### config.mk
export PLATFORM = sky130hd
export DESIGN_NAME = acfg_top
export DESIGN_NICKNAME = d
export VERILOG_FILES = /design/src/verilog/acfg_fifo.v /design/src/verilog/acfg_top.v
export VERILOG_INCLUDE_DIRS = /design/src /design/src/verilog
export SDC_FILE = /design/constraint.sdc
export NUM_CORES = 1
export LEC_CHECK = 0
export BUFFER_PORTS_ARGS = -buffer_cell sky130_fd_sc_hd__buf_2
export CORE_ASPECT_RATIO = 0.7
export CORE_MARGIN = 2
export CORE_UTILIZATION = 25
export DETAILED_ROUTE_END_ITERATION = 10
export GPL_TIMING_DRIVEN = 0
export HOLD_SLACK_MARGIN = 0.12
export PLACE_DENSITY = 0.5
export SETUP_SLACK_MARGIN = 0.3
export SYNTH_ARGS = -nofsm -noshare
export SYNTH_HDL_FRONTEND = slang
export SYNTH_SLANG_ARGS = --single-unit
export TNS_END_PERCENT = 50
### constraint.sdc
create_clock -name clk -period 24.3 [get_ports clk]
set_clock_uncertainty 0.15 [all_clocks]
set_input_delay 1.215 -clock clk [delete_from_list [all_inputs] [get_ports clk]]
set_output_delay 1.215 -clock clk [all_outputs]
set_load 0.01 [all_outputs]
### src/verilog/acfg_regs.vh
// Register offsets, field positions, reset values and codes of the converter control block
`ifndef ACFG_REGS_VH
`define ACFG_REGS_VH

// ****************************************
// Register offsets
// ****************************************
`define ACFG_ADDR_GLOBAL_CLOCK   8'h09
`define ACFG_ADDR_CLK_DIVIDER    8'h0B
`define ACFG_ADDR_TEST_SELECT    8'h0D
`define ACFG_ADDR_OFFSET_TRIM    8'h10
`define ACFG_ADDR_OUTPUT_FORMAT  8'h14
`define ACFG_ADDR_DRIVE_STRENGTH 8'h15
`define ACFG_ADDR_CLOCK_POLARITY 8'h16
`define ACFG_ADDR_CLOCK_DELAY    8'h17
`define ACFG_ADDR_USER_BASE      8'h19
`define ACFG_ADDR_USER_LAST      8'h20

// ****************************************
// Reset values
// ****************************************
`define ACFG_RST_GLOBAL_CLOCK    8'h01
`define ACFG_RST_CLK_DIVIDER     8'h00
`define ACFG_RST_TEST_SELECT     8'h00
`define ACFG_RST_OFFSET_TRIM     8'h00
`define ACFG_RST_OUTPUT_FORMAT   8'h01
`define ACFG_RST_DRIVE_STRENGTH  8'h01
`define ACFG_RST_CLOCK_POLARITY  8'h00
`define ACFG_RST_CLOCK_DELAY     8'h00
`define ACFG_RST_USER            8'h00

// ****************************************
// Field positions
// ****************************************
`define ACFG_GC_DUTY_BIT         0
`define ACFG_DIV_RATIO_LO        0
`define ACFG_DIV_PHASE_LO        3
`define ACFG_TM_MODE_LO          0
`define ACFG_TM_SHORT_RST_BIT    4
`define ACFG_TM_LONG_RST_BIT     5
`define ACFG_TM_SINGLE_BIT       7
`define ACFG_OF_FORMAT_LO        0
`define ACFG_OF_INVERT_BIT       2
`define ACFG_OF_DISABLE_BIT      4
`define ACFG_CP_INVERT_BIT       7
`define ACFG_CD_SETTING_LO       0
`define ACFG_CD_ENABLE_BIT       7

// ****************************************
// Test mode codes
// ****************************************
`define ACFG_TM_OFF              4'h0
`define ACFG_TM_MIDSCALE         4'h1
`define ACFG_TM_POS_FS           4'h2
`define ACFG_TM_NEG_FS           4'h3
`define ACFG_TM_CHECKER          4'h4
`define ACFG_TM_PN_LONG          4'h5
`define ACFG_TM_PN_SHORT         4'h6
`define ACFG_TM_TOGGLE           4'h7
`define ACFG_TM_USER             4'h8
`define ACFG_TM_RAMP             4'hF

// ****************************************
// Output clock delay timing, picoseconds
// ****************************************
`define ACFG_DLY_BASE_PS         100
`define ACFG_DLY_SPAN_PS         3100
`define ACFG_DLY_STEPS           31

// ****************************************
// Pseudonoise seeds
// ****************************************
`define ACFG_PN_SHORT_SEED       9'h1FF
`define ACFG_PN_LONG_SEED        23'h7F_FFFF

`endif

### src/verilog/acfg_fifo.v
// No logic here; the sample word FIFO module sits beside the top module

### src/verilog/acfg_top.v
// Converter clock setup, output test patterns and output clock delay control
// ****************************************
// Functional notes
// - Mode zero passes converted samples through
// - Codes one-three give midscale, plus, minus full
// - Code four alternates complementary checkerboard words
// - Code five long pseudonoise, own reset bit
// - Code six short pseudonoise, own reset bit
// - Code seven toggles all ones, all zeros
// - Code eight user words; fifteen ramps
// - Clock delay is 100 plus 3100*n/31 ps
// - User word is low byte then high byte
// ****************************************
`timescale 1ns/1ps
`default_nettype none
`include "acfg_regs.vh"

module acfg_top #(
    parameter WIDTH = 14,
    parameter DEPTH = 16,
    parameter AW    = 4
) (
    // Clock and reset
    input  wire             clk,
    input  wire             reset_n,
    // Register port
    input  wire [7:0]       reg_addr,
    input  wire [7:0]       reg_wdata,
    input  wire             reg_write,
    output reg  [7:0]       reg_rdata,
    // Converted samples from the core
    input  wire [WIDTH-1:0] core_data,
    input  wire             core_valid,
    output reg              core_ready,
    // Output word stream to the capture logic
    output reg  [WIDTH-1:0] out_word,
    output reg              out_valid,
    input  wire             out_ready,
    // Sample clock, output clock and output format control
    output reg              sample_clk_en,
    output reg              duty_corrector_on,
    output reg              output_data_clock_invert,
    output reg              output_data_clock_delay_on,
    output reg  [15:0]      output_data_clock_delay_ps,
    output reg              output_disable,
    output reg              output_invert,
    output reg  [1:0]       output_format
);
    // ****************************************
    // Registers
    // ****************************************
    reg [7:0]  global_clock_setup_reg;
    reg [7:0]  sample_clock_divider_reg;
    reg [7:0]  output_test_pattern_select_reg;
    reg [7:0]  digital_offset_trim_reg;
    reg [7:0]  output_format_control_reg;
    reg [7:0]  output_drive_strength_reg;
    reg [7:0]  output_clock_polarity_reg;
    reg [7:0]  output_clock_delay_reg;
    reg [7:0]  user_byte_reg [0:7];

    wire [3:0] mode       = output_test_pattern_select_reg[`ACFG_TM_MODE_LO +: 4];
    wire       long_hold  = output_test_pattern_select_reg[`ACFG_TM_LONG_RST_BIT];
    wire       short_hold = output_test_pattern_select_reg[`ACFG_TM_SHORT_RST_BIT];
    wire       single     = output_test_pattern_select_reg[`ACFG_TM_SINGLE_BIT];
    wire [2:0] ratio      = sample_clock_divider_reg[`ACFG_DIV_RATIO_LO +: 3];
    wire [2:0] phase      = sample_clock_divider_reg[`ACFG_DIV_PHASE_LO +: 3];
    wire [4:0] dly_set    = output_clock_delay_reg[`ACFG_CD_SETTING_LO +: 5];
    wire [7:0] user_off   = reg_addr - `ACFG_ADDR_USER_BASE;
    wire       user_hit   = (reg_addr >= `ACFG_ADDR_USER_BASE) &&
                            (reg_addr <= `ACFG_ADDR_USER_LAST);

    integer i;
    always @(posedge clk) begin
        if (!reset_n) begin
            global_clock_setup_reg         <= `ACFG_RST_GLOBAL_CLOCK;
            sample_clock_divider_reg       <= `ACFG_RST_CLK_DIVIDER;
            output_test_pattern_select_reg <= `ACFG_RST_TEST_SELECT;
            digital_offset_trim_reg        <= `ACFG_RST_OFFSET_TRIM;
            output_format_control_reg      <= `ACFG_RST_OUTPUT_FORMAT;
            output_drive_strength_reg      <= `ACFG_RST_DRIVE_STRENGTH;
            output_clock_polarity_reg      <= `ACFG_RST_CLOCK_POLARITY;
            output_clock_delay_reg         <= `ACFG_RST_CLOCK_DELAY;
            for (i = 0; i < 8; i = i + 1) begin
                user_byte_reg[i] <= `ACFG_RST_USER;
            end
        end else if (reg_write) begin
            case (reg_addr)
                `ACFG_ADDR_GLOBAL_CLOCK:   global_clock_setup_reg <= reg_wdata;
                `ACFG_ADDR_CLK_DIVIDER:    sample_clock_divider_reg <= reg_wdata;
                `ACFG_ADDR_TEST_SELECT:    output_test_pattern_select_reg <= reg_wdata;
                `ACFG_ADDR_OFFSET_TRIM:    digital_offset_trim_reg <= reg_wdata;
                `ACFG_ADDR_OUTPUT_FORMAT:  output_format_control_reg <= reg_wdata;
                `ACFG_ADDR_DRIVE_STRENGTH: output_drive_strength_reg <= reg_wdata;
                `ACFG_ADDR_CLOCK_POLARITY: output_clock_polarity_reg <= reg_wdata;
                `ACFG_ADDR_CLOCK_DELAY:    output_clock_delay_reg <= reg_wdata;
                default: begin
                    if (user_hit) begin
                        user_byte_reg[user_off[2:0]] <= reg_wdata;
                    end
                end
            endcase
        end
    end

    // Reads take one cycle; unmapped offsets read zero
    always @(posedge clk) begin
        if (!reset_n) begin
            reg_rdata <= 8'h00;
        end else begin
            case (reg_addr)
                `ACFG_ADDR_GLOBAL_CLOCK:   reg_rdata <= global_clock_setup_reg;
                `ACFG_ADDR_CLK_DIVIDER:    reg_rdata <= sample_clock_divider_reg;
                `ACFG_ADDR_TEST_SELECT:    reg_rdata <= output_test_pattern_select_reg;
                `ACFG_ADDR_OFFSET_TRIM:    reg_rdata <= digital_offset_trim_reg;
                `ACFG_ADDR_OUTPUT_FORMAT:  reg_rdata <= output_format_control_reg;
                `ACFG_ADDR_DRIVE_STRENGTH: reg_rdata <= output_drive_strength_reg;
                `ACFG_ADDR_CLOCK_POLARITY: reg_rdata <= output_clock_polarity_reg;
                `ACFG_ADDR_CLOCK_DELAY:    reg_rdata <= output_clock_delay_reg;
                default:                   reg_rdata <= user_hit ?
                                                        user_byte_reg[user_off[2:0]] : 8'h00;
            endcase
        end
    end

    // ****************************************
    // Sample clock divider
    // ****************************************
    // Phase delay holds the divider after each ratio write, so it restarts aligned
    reg [2:0] div_cnt_reg;
    reg [2:0] phase_cnt_reg;
    wire      div_write = reg_write && (reg_addr == `ACFG_ADDR_CLK_DIVIDER);

    always @(posedge clk) begin
        if (!reset_n) begin
            div_cnt_reg       <= 3'h0;
            phase_cnt_reg     <= 3'h0;
            sample_clk_en     <= 1'b0;
            duty_corrector_on <= 1'b1;
        end else begin
            duty_corrector_on <= global_clock_setup_reg[`ACFG_GC_DUTY_BIT] ||
                                 (ratio != 3'h0);
            if (div_write) begin
                phase_cnt_reg <= reg_wdata[`ACFG_DIV_PHASE_LO +: 3];
                div_cnt_reg   <= 3'h0;
                sample_clk_en <= 1'b0;
            end else if (phase_cnt_reg != 3'h0) begin
                phase_cnt_reg <= phase_cnt_reg - 3'h1;
                sample_clk_en <= 1'b0;
            end else if (div_cnt_reg >= ratio) begin
                div_cnt_reg   <= 3'h0;
                sample_clk_en <= 1'b1;
            end else begin
                div_cnt_reg   <= div_cnt_reg + 3'h1;
                sample_clk_en <= 1'b0;
            end
        end
    end

    // ****************************************
    // Pattern generators
    // ****************************************
    reg [8:0]       pn_short_reg;
    reg [22:0]      pn_long_reg;
    reg             alt_reg;
    reg [1:0]       user_idx_reg;
    reg             user_done_reg;
    reg [WIDTH-1:0] ramp_reg;
    reg [WIDTH-1:0] pattern;
    reg             mode_valid;
    wire            fifo_in_ready;
    wire            step = sample_clk_en && fifo_in_ready;
    wire [15:0]     user_word = {user_byte_reg[{user_idx_reg, 1'b1}],
                                 user_byte_reg[{user_idx_reg, 1'b0}]};
    wire            mode_write = reg_write && (reg_addr == `ACFG_ADDR_TEST_SELECT);

    always @(posedge clk) begin
        if (!reset_n) begin
            pn_short_reg  <= `ACFG_PN_SHORT_SEED;
            pn_long_reg   <= `ACFG_PN_LONG_SEED;
            alt_reg       <= 1'b0;
            user_idx_reg  <= 2'h0;
            user_done_reg <= 1'b0;
            ramp_reg      <= {WIDTH{1'b0}};
        end else begin
            if (short_hold) begin
                pn_short_reg <= `ACFG_PN_SHORT_SEED;
            end else if (step && mode == `ACFG_TM_PN_SHORT) begin
                pn_short_reg <= {pn_short_reg[7:0],
                                 pn_short_reg[8] ^ pn_short_reg[4]};
            end
            if (long_hold) begin
                pn_long_reg <= `ACFG_PN_LONG_SEED;
            end else if (step && mode == `ACFG_TM_PN_LONG) begin
                pn_long_reg <= {pn_long_reg[21:0],
                                pn_long_reg[22] ^ pn_long_reg[17]};
            end
            if (mode_write) begin
                user_idx_reg  <= 2'h0;
                user_done_reg <= 1'b0;
            end else if (step) begin
                alt_reg  <= ~alt_reg;
                ramp_reg <= ramp_reg + 1'b1;
                if (mode == `ACFG_TM_USER) begin
                    user_idx_reg <= user_idx_reg + 2'h1;
                    if (single && user_idx_reg == 2'h3) begin
                        user_done_reg <= 1'b1;
                    end
                end
            end
        end
    end

    always @* begin
        pattern    = {WIDTH{1'b0}};
        mode_valid = 1'b1;
        case (mode)
            `ACFG_TM_OFF:      pattern = core_data;
            `ACFG_TM_MIDSCALE: pattern = {WIDTH{1'b0}};
            `ACFG_TM_POS_FS:   pattern = {1'b0, {(WIDTH-1){1'b1}}};
            `ACFG_TM_NEG_FS:   pattern = {1'b1, {(WIDTH-1){1'b0}}};
            `ACFG_TM_CHECKER:  pattern = {(WIDTH/2){alt_reg, ~alt_reg}};
            `ACFG_TM_PN_LONG:  pattern = pn_long_reg[WIDTH-1:0];
            `ACFG_TM_PN_SHORT: pattern = {pn_short_reg, pn_short_reg[WIDTH-10:0]};
            `ACFG_TM_TOGGLE:   pattern = {WIDTH{alt_reg}};
            `ACFG_TM_USER:     pattern = user_done_reg ? {WIDTH{1'b0}} :
                                         user_word[15:16-WIDTH];
            `ACFG_TM_RAMP:     pattern = ramp_reg;
            default:           mode_valid = 1'b0;
        endcase
    end

    // Normal mode consumes a core sample per divided clock; the core must hold data
    wire            normal   = (mode == `ACFG_TM_OFF);
    wire            fifo_in_valid = sample_clk_en && mode_valid && (!normal || core_valid);
    wire [WIDTH-1:0] fifo_out_data;
    wire            fifo_out_valid;
    wire            take_out = fifo_out_valid && (out_ready || !out_valid);

    // Whole picoseconds; integer division drops the fraction of a step
    wire [31:0]     dly_ps_full = `ACFG_DLY_BASE_PS +
                                  (`ACFG_DLY_SPAN_PS * dly_set) / `ACFG_DLY_STEPS;

    always @(posedge clk) begin
        if (!reset_n) begin
            core_ready <= 1'b0;
        end else begin
            core_ready <= fifo_in_ready && normal;
        end
    end

    acfg_fifo #(.WIDTH(WIDTH), .DEPTH(DEPTH), .AW(AW)) u_fifo (
        .clk       (clk),
        .reset_n   (reset_n),
        .in_data   (pattern),
        .in_valid  (fifo_in_valid),
        .in_ready  (fifo_in_ready),
        .out_data  (fifo_out_data),
        .out_valid (fifo_out_valid),
        .out_ready (take_out)
    );

    // ****************************************
    // Output stage
    // ****************************************
    always @(posedge clk) begin
        if (!reset_n) begin
            out_word  <= {WIDTH{1'b0}};
            out_valid <= 1'b0;
        end else if (out_ready || !out_valid) begin
            out_valid <= fifo_out_valid;
            if (fifo_out_valid) begin
                out_word <= fifo_out_data;
            end
        end
    end

    always @(posedge clk) begin
        if (!reset_n) begin
            output_data_clock_invert   <= 1'b0;
            output_data_clock_delay_on <= 1'b0;
            output_data_clock_delay_ps <= 16'h0000;
            output_disable             <= 1'b0;
            output_invert              <= 1'b0;
            output_format              <= 2'h1;
        end else begin
            output_data_clock_invert   <= output_clock_polarity_reg[`ACFG_CP_INVERT_BIT];
            output_data_clock_delay_on <= output_clock_delay_reg[`ACFG_CD_ENABLE_BIT];
            output_data_clock_delay_ps <= dly_ps_full[15:0];
            output_disable <= output_format_control_reg[`ACFG_OF_DISABLE_BIT];
            output_invert  <= output_format_control_reg[`ACFG_OF_INVERT_BIT];
            output_format  <= output_format_control_reg[`ACFG_OF_FORMAT_LO +: 2];
        end
    end
endmodule

module acfg_fifo #(
    parameter WIDTH = 14,
    parameter DEPTH = 16,
    parameter AW    = 4
) (
    // Clock and reset
    input  wire             clk,
    input  wire             reset_n,
    // Fill side
    input  wire [WIDTH-1:0] in_data,
    input  wire             in_valid,
    output wire             in_ready,
    // Drain side
    output wire [WIDTH-1:0] out_data,
    output wire             out_valid,
    input  wire             out_ready
);
    reg [WIDTH-1:0] mem [0:DEPTH-1];
    reg [AW-1:0]    wr_reg;
    reg [AW-1:0]    rd_reg;
    reg [AW:0]      count_reg;

    wire push = in_valid && in_ready;
    wire pop  = out_valid && out_ready;

    assign in_ready  = ({{(31-AW){1'b0}}, count_reg} != DEPTH);
    assign out_valid = (count_reg != {(AW+1){1'b0}});
    assign out_data  = mem[rd_reg];

    always @(posedge clk) begin
        if (push) begin
            mem[wr_reg] <= in_data;
        end
    end

    always @(posedge clk) begin
        if (!reset_n) begin
            wr_reg    <= {AW{1'b0}};
            rd_reg    <= {AW{1'b0}};
            count_reg <= {(AW+1){1'b0}};
        end else begin
            if (push) begin
                wr_reg <= wr_reg + 1'b1;
            end
            if (pop) begin
                rd_reg <= rd_reg + 1'b1;
            end
            if (push && !pop) begin
                count_reg <= count_reg + 1'b1;
            end else if (pop && !push) begin
                count_reg <= count_reg - 1'b1;
            end
        end
    end
endmodule

`default_nettype wire

* Word-level counts from Yosys, hierarchy flattened *
Memory sizes are Yosys's and may differ from the RTL's. A register that Yosys moved wholly into a read port is not among the register bits.
Cells that the tools add are included.

word-level totals
  register bits after elaboration = 167
  latch bits = 0
  memory bits (writable) = 288
  bits in read-only memories = 0
  bits of input ports = 35
  output and inout bits = 48
  logic and storage cells = 146
  memories = 2

operators by class
  add/sub/neg operators = 10
  multipliers = 1
  divide/modulo/power cells = 1
  $lt $le $gt $ge = 3
  equality and inequality tests = 19
  shift operators = 0
  multiplexer cells = 26
  bitwise operators = 5
  reduce and logical (&&, ||, !) cells = 49

memory list
  name           words  width  read ports  clocked after Yosys merged registers in  wr ports  RTL line        text
  u_fifo.mem     16     14     1           1                                        1         acfg_top.v:314  reg [WIDTH-1:0] mem [0:DEPTH-1];
  user_byte_reg  8      8      3           2                                        8         acfg_top.v:60   reg [7:0] user_byte_reg [0:7];

operator list
  cell                   number
  $pmux 14 s9            1
  $pmux 8 s8             1
  $eq 8x5->1 const B     5
  $div 17x5->32 const B  1
  $eq 8x4->1 const B     3
  $mux 3                 8
  $reduce_and 2->1       11
  $add 7x16->16 const A  1
  $eq 4x3->1 const B     4
  $mux 8                 2
  $reduce_or 8->1        2
  $logic_and 1x1->1      15
  $mul 10x5->15 const A  1
  $add 14x1->14 const B  1
  $mux 14                1
  $mux 1                 11
  $mux 5                 2
  $reduce_or 10->1       1
  $add 4x1->4 const B    2
  $eq 4x2->1 const B     2
  $eq 4x4->1 const B     2
  $ge 8x5->1 const B     1
  $le 8x6->1 const B     1
  $reduce_or 2->1        4
  19 further kinds       31

* Depth between registers and ports, before layout *
Gate-level depths: netlist of the first run.

  depth in word-level cells = 10
  gate-level depth with buffers = 42
  gate-level depth less buffers = 40

* Modules after synthesis *
A second synthesis of the first run with hierarchy kept.

unflattened totals
  cells, all modules = 2,156
  area total of the unflattened synthesis = 23,751.5 um^2

by module, submodules not included
  module     instances  cells each  area each (um^2)  sequential area each (um^2)
  acfg_top   1          1,704       14,423.8          5,285.1
  acfg_fifo  1          452         9,327.7           7,066.8

* Worst setup path after synthesis of the first run *
No wires, ideal clock.

  path kind = register to register
  start point = reg output_clock_delay_reg[3]
  end point = reg output_data_clock_delay_ps[0]
  library setup time = 0.071 ns
  data arrival time = 9.096 ns
  required time = 24.079 ns
  path slack = 14.983 ns
  stages on the path, launching flop included = 38
  path buffers = 0
  period minus slack after synthesis = 9.317 ns
  path through = dfxtp_1 > fa_1 > ha_1 > ha_1 > ha_1 > o211a_1 > a221oi_4 > o21ai_1 > xnor2_2 > nor2_1 > a21oi_1 > ha_1 > inv_1 > o311ai_2 > a21boi_1 > nand2_1 > o211a_1 > or2_1 > [2 not listed] > a21oi_2 > o21ai_1 > o2111a_1 > a211o_1 > or2_2 > mux2i_1 > o32ai_2 > xnor2_1 > or2_1 > nor4b_4 > nor2_1 > nor3_1 > o22ai_1 > ha_1 > or2_2 > mux2i_1 > a2111oi_2 > o2bb2ai_1

between the ends
  longest elaborated chain between the ends = 3

RTL lines
  item                     RTL line        text
  start, declared          acfg_top.v:59   reg [7:0] output_clock_delay_reg;
  start signal, assigned   acfg_top.v:83   output_clock_delay_reg <= `ACFG_RST_CLOCK_DELAY;
  start signal, assigned   acfg_top.v:96   `ACFG_ADDR_CLOCK_DELAY: output_clock_delay_reg <= reg_wdata;
  $mul 10x5->15 (no line)  -
  $div 17x5->32 (no line)  -
  $add 7x16->16 (no line)  -
  end signal, assigned     acfg_top.v:289  output_data_clock_delay_ps <= dly_ps_full[15:0];
  end, declared            acfg_top.v:44   output reg [15:0] output_data_clock_delay_ps,

Every way passes these cells.
A chain may end at the register's enable or synchronous reset.

* Worst setup path in the final report of the first run *
Same ends and word-level chain as after synthesis.

==> impl_metrics.ini, run 1 <==
[status]
outcome = complete, no violations

[placed_design]
pre_cts_slack_ns = 13.39
gp_congestion = 0.902
io_buffers = 79
dp_hpwl_mm = 51.8
place_area_sq_um = 24900

[floorplan]
io-pin-count = 83
rows = 92
die_w_um = 365
die_h_um = 256
start_util_pct = 25.2
die-area_sq_um = 93500
core-area_sq_um = 90100

[cts]
clock_sinks = 469
htree_levels = 2
clockRootBuffer = clkbuf_16
clock_latency_ns = 0.61
clk_pin_slew_worst_paths_ns = 0.06
cts_hold_buf = 0
cts_buffers = 48
post_cts_buffers = 0
clockBufferDepth = 3
cts_tree = yes
cts_resized = 0

[critical_path]
crit_arrival_ns = 11.54
slowest_delay_ns = 0.65
path_class = reg -> reg
startpoint = output_clock_delay_reg[3]
cp_max_fo = 9
r2r_start = output_clock_delay_reg[3]
critPathTopFamily = compound AO/OA/AOI/OAI gates
critPathMostFrequentCell = ha_1
slowest_stage = o41ai_1
start_kind = flop
crit_required_ns = 24.65
cp-end-kind = flop
critPathBufInv = 2

[timing]
setup_viol = 0
report.final.hold_viol_count = 0
worstMarginPinSlew_ns = 1.37
tns_ns = 0
report.final.slew_viol_count = 0
period_minus_slack_ns = 11.18
slew_headroom_pct = 7.56
worst_slack_ns = 13.12
fmax_mhz = 89.4
period_share_pct = 46.0
grt_setup_unrepaired = false

[global_routing]
gr-total-overflow = 0
grt_pass1_vias = 16500
antenna_found_initial = 2
grt_pass1_wl_mm = 106
grt.total_usage_pct = 14.9
grt_max_degree = 17

[detailed_routing]
detail_route.wl_per_cell_um = 21.0
first_pass_iters = 7
vias = 17000
routed_wl_mm = 71.0
drc = 0
viasPerCell = 5.03
dr.first_iter.drc_count = 1891
ant_nets = 0

[power]
p_per_area_nw_per_um2 = 76.9
irDropWorstVdd_mv = 0.0561
p_leak_nw = 9.05

[finish]
final_nets = 2221
layout-drive-gt1-share_pct = 14.8
design_area_sq_um = 26500
largest_reg_flops = 224
area_growth_pct = 16.7
antenna_cells = 0

[yosys]
avgSynthCellArea_sq_um = 11.5
synthDistinctLibCells = 97
yosysTopAreaCell = edfxtp_1
synth_area_leaders = edfxtp_1 (38%), dfxtp_1 (16%), mux4_2 (8.3%)
ys_warn_count = 0
postSynth.asyncResetShare_pct = 0
seq_area_frac_synth_pct = 53.9
synth_top_cell_area_share_pct = 38.0
synthCells = 1984
synthFlopType = edfxtp_1
netlist_area_sq_um = 22700
ys_ff_latch = 469
synth_edf_count = 288

[job]
cap_violations = 0

[worst_hold_path]
min-delay-start = output_clock_polarity_reg[3]
hp-class = reg -> reg
-- path summary, 6_finish.rpt --
path / depth (start not counted) / slack (ns) / to
hold reg to reg: 2 / 0.30 / output_clock_polarity_reg[3]
hold / removal: 2 / 0.30 / output_clock_polarity_reg[3]
setup reg to reg: 38 / 13.12 / output_data_clock_delay_ps[0]
setup / recovery: 38 / 13.12 / output_data_clock_delay_ps[0]
-- power breakdown --
group	switching, mW	internal (mW)	leakage (nW)
Clock	0.335	0.442	0.796
Sequential	0.0258	0.878	4.09
Combinational	0.211	0.149	4.17
Total	0.572	1.47	9.05
-- tightest hold or removal path: cells and delay by family, from the launching register on --
| kind | cells | cell delay (ns) |
|---|---|---|
| simple gates | 1 | 0.05 |
| flops | 1 | 0.31 |
| compound gates | 1 | 0.05 |
-- final cells by class --
cell class / instances / area, sq um
plain buffers: 110 / 429
clock buffers: 70 / 1420
clock inverters: 19 / 228
fillers: 9156 / 63600
inverters: 32 / 120
multi-input cells: 1375 / 9970
flip-flops and latches: 469 / 12300
well taps: 1222 / 1530
repair buffers: 90 / 576
-- layout by cell type (no fill, tap or decap), types with 8 or more instances in the layout --
cell / count
xor2_1: 30
dfxtp_1: 181
and3_1: 22
o21ai_0: 27
ha_1: 56
edfxtp_1: 288
o21ai_1: 11
nand2b_1: 17
xnor2_1: 27
clkbuf_16: 51
buf_2: 83
nor2_1: 110
o211ai_1: 14
nand3_1: 126
a31oi_1: 12
nand2_1: 255
a221oi_1: 12
nor3_1: 26
inv_1: 30
nor2b_1: 10
clkinv_1: 8
buf_1: 12
mux2i_1: 20
mux2_2: 15
and2_1: 97
o22ai_1: 15
a211oi_1: 15
nor4_1: 8
a21o_1: 12
a222oi_1: 10
a21oi_1: 149
a22oi_1: 18
mux4_2: 84
nand4_1: 21
clkbuf_1: 102
a2111oi_0: 8
-- logic make-up (layout without fill, tap and decap cells) --
kind of cell	count (synthesis)	count (layout)	synth area share (%)
buffers and inverters	142	321	2.41
xor gates and xnor gates	59	59	2.34
adders and majority gates	60	60	3.43
DFF	469	469	53.9
AOI/OAI and AO/OA	383	383	11.6
other	1	3	0.0165
muxes	120	120	10.0
and+or+nand+nor	750	750	16.2
-- synthesized netlist by cell type, types with 5 or more instances --
library cell / instances
nor2_1: 114
buf_1: 12
o22ai_1: 15
a2111oi_0: 9
dfxtp_1: 181
a22oi_1: 18
a21oi_1: 149
nand3_1: 126
o211ai_1: 14
a31o_2: 5
o21a_1: 7
mux2_2: 15
nor2b_1: 10
nor3_1: 30
xnor2_1: 27
nand2b_1: 17
nor4_1: 8
or3_1: 6
or2_1: 5
nand4b_1: 5
o31ai_1: 7
a222oi_1: 10
a211o_1: 6
a31oi_1: 12
edfxtp_1: 288
mux4_2: 84
clkbuf_1: 91
nand2_1: 255
xor2_1: 30
nor3b_1: 6
o21ai_0: 29
inv_1: 30
and3_1: 22
or2_2: 7
mux2i_1: 20
a211oi_1: 15
nand4_1: 21
a221oi_1: 12
ha_1: 56
and2_1: 97
o21ai_1: 9
a21o_1: 12
-- per-stage QoR --
stage / instances / hold WS (ns) / util, % / total power [mW]
CTS: 3385 / 0.305 / 29.4 / 2.06
floorplan: 1986 / 0.284 / - / 1.15
global route: 3387 / 0.319 / 29.4 / 2.12
global placement: 3287 / 0.292 / 27.4 / 1.28
finish: 3387 / 0.303 / 29.4 / 2.04
detailed placement: 3296 / 0.296 / 27.6 / 1.28
-- metal layers --
| layer | wire (um) | vias to the layer above | global-route usage, % |
|---|---|---|---|
| li1 | - | 7737 | - |
| met1 | 34000 | 8525 | 22.4 |
| met5 | 0 | - | 0 |
| met3 | 6010 | 92 | 3.39 |
| met2 | 29300 | 672 | 21.2 |
| met4 | 1650 | 0 | 3.99 |
No activity file was read; power rests on OpenSTA's default activity.
==> run 2, diff against run 1 <==
--- a/config.mk
+++ b/config.mk
@@ -6,6 +6,7 @@
 export SDC_FILE = /design/constraint.sdc
 export NUM_CORES = 1
 export LEC_CHECK = 0
+export ABC_AREA = 1
 export BUFFER_PORTS_ARGS = -buffer_cell sky130_fd_sc_hd__buf_2
 export CORE_ASPECT_RATIO = 0.7
 export CORE_MARGIN = 2
==> constraint.sdc (replaced) <==
create_clock -name clk -period 11.1 [get_ports clk]
set_clock_uncertainty 0.15 [all_clocks]
set_input_delay 0.555 -clock clk [delete_from_list [all_inputs] [get_ports clk]]
set_output_delay 0.555 -clock clk [all_outputs]
set_load 0.01 [all_outputs]
==> impl_metrics.ini, run 2 <==
[status]
outcome = complete, no violations

[timing]
holdWs_ns = 0.155
period_share_pct = 88.1
period_minus_slack_ns = 9.78
grt_setup_unrepaired = false
fmax_mhz = 102
report.final.hold_viol_count = 0
report.final.slew_viol_count = 0
worstMarginPinSlew_ns = 1.18
tns_ns = 0
setup_viol = 0
slew_headroom_pct = 20.9

[critical_path]
critPathMostFrequentCell = nand2_1
crit_required_ns = 11.39
slowest_delay_ns = 0.47
path_class = reg -> reg
cp_max_fo = 8
slowest_stage = fa_1
crit_arrival_ns = 10.07
start_kind = flop
r2r_slack_ns = 1.32
r2r_start = output_clock_delay_reg[2]
rr_worst_depth = 74
cp-end-kind = flop
r2r-end = output_data_clock_delay_ps[0]

[yosys]
synth_top_cell_area_share_pct = 36.6
postSynth.asyncResetShare_pct = 0
ys_ff_latch = 469
ys_warn_count = 0
netlist_area_sq_um = 23600
synth_area_leaders = edfxtp_1 (37%), dfxtp_1 (15%), nand2_1 (7.1%)
synthCells = 2712
synthFlopType = edfxtp_1
seq_area_frac_synth_pct = 52.0
synthTopCellsByCount = nand2_1 (448), nor2_1 (367), edfxtp_1 (288), inv_1 (281), o21ai_0 (261)
synth_most_common_cell = nand2_1
avgSynthCellArea_sq_um = 8.71
yosysTopAreaCell = edfxtp_1
synthDistinctLibCells = 64
synth_edf_count = 288

[worst_hold_path]
hp-class = in -> reg
min_path_cells = 3
min_to = digital_offset_trim_reg[3]
min-delay-start = reg_wdata[3]

[power]
seq_power_share_pct = 41.3
p_leak_nw = 11.1
p_total_mw = 4.79
switching_share_pct = 32.3
p_switching_mw = 1.55
p_int_mw = 3.25
pwr-share-comb_pct = 22.2
p_per_area_nw_per_um2 = 173
p_clk_share_pct = 36.5
irDropWorstVdd_mv = 0.116

[detailed_routing]
drc = 0
detail_route.wl_per_cell_um = 18.5
viasPerCell = 4.79
routed_wl_mm = 76.9
first_pass_iters = 6
dr.first_iter.drc_count = 1953
ant_nets = 0
vias = 19900

[floorplan]
io-pin-count = 83
start_util_pct = 25.2
die-area_sq_um = 97000
core-area_sq_um = 93700
die_h_um = 261
rows = 94
die_w_um = 371

[global_routing]
antenna_found_initial = 2
grt_max_degree = 17
grt.total_usage_pct = 15.6
grt_pass1_vias = 18600
grt_pass1_wl_mm = 116
gr-total-overflow = 0

[placed_design]
io_buffers = 79
dp_hpwl_mm = 56.7
gp_congestion = 0.901
place_inst = 4057

[cts]
cts_tree = yes
clockBufferDepth = 3
cts_buffers = 50
htree_levels = 2
clock_latency_ns = 0.61
clock_sinks = 469
clockRootBuffer = clkbuf_16
clk_pin_slew_worst_paths_ns = 0.06

[finish]
largest_reg_flops = 224
most-common-layout-cells = nand2_1 (445), nor2_1 (346), edfxtp_1 (288)
area_growth_pct = 17.6
post-route-util_pct = 29.6
final_common_cell = nand2_1
finalNonFillerCells = 4161
final_nets = 2965
layout-drive-gt1-share_pct = 10.9
fillCellCount = 9839

[job]
cap_violations = 0
-- run 2: changes by cell type in the layout (fill, tap and decap cells not counted), sizes merged, moves of 19 or more --
cell	previous run	this run
nand3	126	202
o22ai	15	34
o211ai	14	47
inv	34	297
and2	97	0
nor2	115	383
a21oi	153	130
and3	23	1
nand2	255	482
mux4	84	0
o21ai	39	272
o221ai	0	41
-- run 2: worst max-delay path by stage --
| stage | start | to | slack, ns | depth (start not counted) |
|---|---|---|---|---|
| 4_1_cts | output_clock_delay_reg[3] | output_data_clock_delay_ps[0] | 1.02 | 71 |
| 3_5_place_dp | output_clock_delay_reg[3] | output_data_clock_delay_ps[0] | 1.07 | 72 |
| 3_3_place_gp | output_clock_delay_reg[3] | output_data_clock_delay_ps[0] | 1.10 | 72 |
| 5_1_grt | output_clock_delay_reg[2] | output_data_clock_delay_ps[0] | 0.30 | 77 |
| 2_1_floorplan | output_clock_delay_reg[3] | output_data_clock_delay_ps[0] | 2.60 | 78 |
| 6_report | output_clock_delay_reg[2] | output_data_clock_delay_ps[0] | 1.32 | 74 |
-- run 2: worst max-delay path: cells and delay by family, from the launching register on --
family          cells  cell delay (ns)
fa+ha+maj           6             1.77
buf+inv             8             0.70
compound gates      2             0.30
flops               1             0.35
simple gates       58             6.33
-- run 2: timing repair --
item / in CTS / in global routing
resized for setup: 0 / 27
hold buffers: 5 / 0
buffers inserted: 0 / 4
endpoints found under the setup margin: 0 / 1
hold endpoints to repair: 6 / 0
-- run 2: logic make-up (layout without fill, tap and decap cells) --
family | Yosys count | after routing | share of synthesized area, %
xor+xnor | 28 | 28 | 1.07
other cells | 1 | 4 | 0.0159
mux | 18 | 18 | 0.763
simple gates | 1135 | 1135 | 21.3
buf+inv | 413 | 611 | 6.84
fa+ha+maj | 60 | 60 | 3.31
compound gates | 588 | 588 | 14.8
flops | 469 | 469 | 52.0
-- run 2: per-stage QoR --
| stage | worst slack [ns] | instance area (sq um) |
|---|---|---|
| 2_1_floorplan | 2.60 | 23600 |
| 3_3_place_gp | 1.10 | 25600 |
| 3_5_place_dp | 1.07 | 25800 |
| 4_1_cts | 1.02 | 27600 |
| 5_1_grt | 0.300 | 27800 |
| 6_report | 1.32 | 27800 |
-- run 2: cell type report --
| class | instances | area (sq um) | area share, % |
|---|---|---|---|
| Multi-Input combinational cell | 1832 | 9900 | 35.7 |
| Tap cell | 1248 | 1560 | 5.62 |
| Timing Repair Buffer | 104 | 693 | 2.50 |
| Antenna cell | 1 | 2.50 | 0.00901 |
| Sequential cell | 469 | 12300 | 44.2 |
| Clock inverter | 24 | 270 | 0.974 |
| Buffer | 112 | 484 | 1.74 |
| Inverter | 301 | 1130 | 4.07 |
| Clock buffer | 70 | 1440 | 5.18 |
-- run 2: routing by layer --
layer,share of wire (%),track usage [%],up-vias
li1,-,-,9663
met1,51,24.3,9533
met2,40,22.0,636
met3,7.1,2.57,90
met4,1.9,3.53,0
met5,0,0,-
-- run 2: power groups by stage --
stage / logic, mW / registers [mW] / clock network, mW
after CTS: 1.05 / 1.98 / 1.78
final: 1.06 / 1.98 / 1.75
after global routing: 1.17 / 1.99 / 1.84
after floorplan: 0.620 / 2.01 / 0
after global placement: 1.04 / 2.02 / 0
after detailed placement: 1.05 / 2.02 / 0
==> run 3, diff against run 2 <==
--- a/config.mk
+++ b/config.mk
@@ -10,11 +10,11 @@
 export BUFFER_PORTS_ARGS = -buffer_cell sky130_fd_sc_hd__buf_2
 export CORE_ASPECT_RATIO = 0.7
 export CORE_MARGIN = 2
-export CORE_UTILIZATION = 25
+export CORE_UTILIZATION = 45
 export DETAILED_ROUTE_END_ITERATION = 10
 export GPL_TIMING_DRIVEN = 0
 export HOLD_SLACK_MARGIN = 0.12
-export PLACE_DENSITY = 0.5
+export PLACE_DENSITY = 0.72
 export SETUP_SLACK_MARGIN = 0.3
 export SYNTH_ARGS = -nofsm -noshare
 export SYNTH_HDL_FRONTEND = slang
==> impl_metrics.ini, run 3 (synthesis results as in run 2) <==
[critical_path]
slowest_stage = fa_1
r2r_start = output_clock_delay_reg[3]
slowest_delay_ns = 0.43
critPathMostFrequentCell = nand2_1
cp_max_fo = 8
start_kind = flop
path_class = reg -> reg
crit_arrival_ns = 10.21
crit_required_ns = 11.39
cp-end-kind = flop
startpoint = output_clock_delay_reg[3]

[timing]
setup_viol = 0
period_share_pct = 89.4
grt_setup_unrepaired = false
tns_ns = 0
holdWs_ns = 0.161
report.final.slew_viol_count = 0
slew_headroom_pct = 20.2
report.final.hold_viol_count = 0
period_minus_slack_ns = 9.93
worst_slack_ns = 1.17
worstMarginPinSlew_ns = 1.19
fmax_mhz = 101

[detailed_routing]
viasPerCell = 5.82
ant_nets = 0
vias = 20800
routed_wl_mm = 72.9
drc = 0
dr.first_iter.drc_count = 2734
detail_route.wl_per_cell_um = 20.4
first_pass_iters = 7

[cts]
cts_buffers = 45
htree_levels = 2
clock_sinks = 469
clock_latency_ns = 0.60
clk_pin_slew_worst_paths_ns = 0.07
cts_tree = yes
clockBufferDepth = 3
clockRootBuffer = clkbuf_16

[floorplan]
start_util_pct = 45.4
die-area_sq_um = 54300
core-area_sq_um = 52000
rows = 70
io-pin-count = 83
die_w_um = 278
die_h_um = 196

[global_routing]
antenna_found_initial = 2
grt.total_usage_pct = 26.4
grt_pass1_vias = 19300
gr-total-overflow = 0
grt_pass1_wl_mm = 111
grt_max_degree = 17

[worst_hold_path]
hp-class = in -> reg
min-delay-start = reg_wdata[2]

[placed_design]
gp_congestion = 0.966
place_area_sq_um = 24900
io_buffers = 79
pre_cts_slack_ns = 0.975
dp_hpwl_mm = 53.7

[power]
p_per_area_nw_per_um2 = 171
p_leak_nw = 10.9
irDropWorstVdd_mv = 0.112

[finish]
fillCellCount = 4785
largest_reg_flops = 224
design_area_sq_um = 26600
final_common_cell = nand2_1
regArea_sq_um = 12300
multi_input_area_sq_um = 9870
most-common-layout-cells = nand2_1 (447), nor2_1 (350), edfxtp_1 (288)
final_nets = 2947
layout-drive-gt1-share_pct = 10.1
area_growth_pct = 12.6

[status]
outcome = complete, no violations

[job]
cap_violations = 0
[run 3: where the power goes]
group	switching [mW]	total [mW]	internal [mW]
Combinational	0.743	1.03	0.290
Clock	0.689	1.54	0.856
Sequential	0.0530	1.98	1.93
Total	1.49	4.56	3.07
[run 3: area by class of cell]
type	instances	share of cell area (%)
sequential	469	46.2
multi-input combinational	1832	37.1
clock buffer	64	4.97
inverter	301	4.25
tap	684	3.22
timing repair buffer	91	1.87
buffer	112	1.82
clock inverter	19	0.537
antenna	1	0.00941
[run 3: routing by layer]
metal | global-route usage, % | vias up | part of all wire [%]
met1 | 40.6 | 9871 | 45
li1 | - | 9631 | -
met3 | 4.94 | 144 | 12
met2 | 37.3 | 1149 | 41
met4 | 7.75 | 0 | 2.6
met5 | 0 | - | 0
[run 3: final timing paths]
kind / end / slack (ns) / depth (start not counted)
min: digital_offset_trim_reg[2] / 0.16 / 3
min reg2reg: output_data_clock_invert / 0.29 / 2
max: output_data_clock_delay_ps[0] / 1.17 / 73
max reg2reg: output_data_clock_delay_ps[0] / 1.17 / 73
[run 3: critical path, delay by kind of cell, from the launching register on]
family	cells	cell delay [ns]
AOI/OAI and AO/OA	2	0.43
adders and majority gates	6	1.74
buffers and inverters	8	0.78
DFF	1	0.39
and+or+nand+nor	57	6.27
[run 3: timing repair]
item | in CTS | in global routing
hold buffers | 0 | 0
endpoints found under the hold margin | 0 | 0
resized for setup | 0 | 21
endpoints found under the setup margin | 0 | 1
buffers inserted | 0 | 7
[run 3: metrics by stage]
step / power, mW / util, % / cells
2_1_floorplan: 2.63 / - / 2714
3_3_place_gp: 2.97 / 47.8 / 3477
3_5_place_dp: 3.00 / 47.9 / 3480
4_1_cts: 4.53 / 50.7 / 3563
5_1_grt: 4.73 / 51.1 / 3573
6_report: 4.56 / 51.1 / 3573
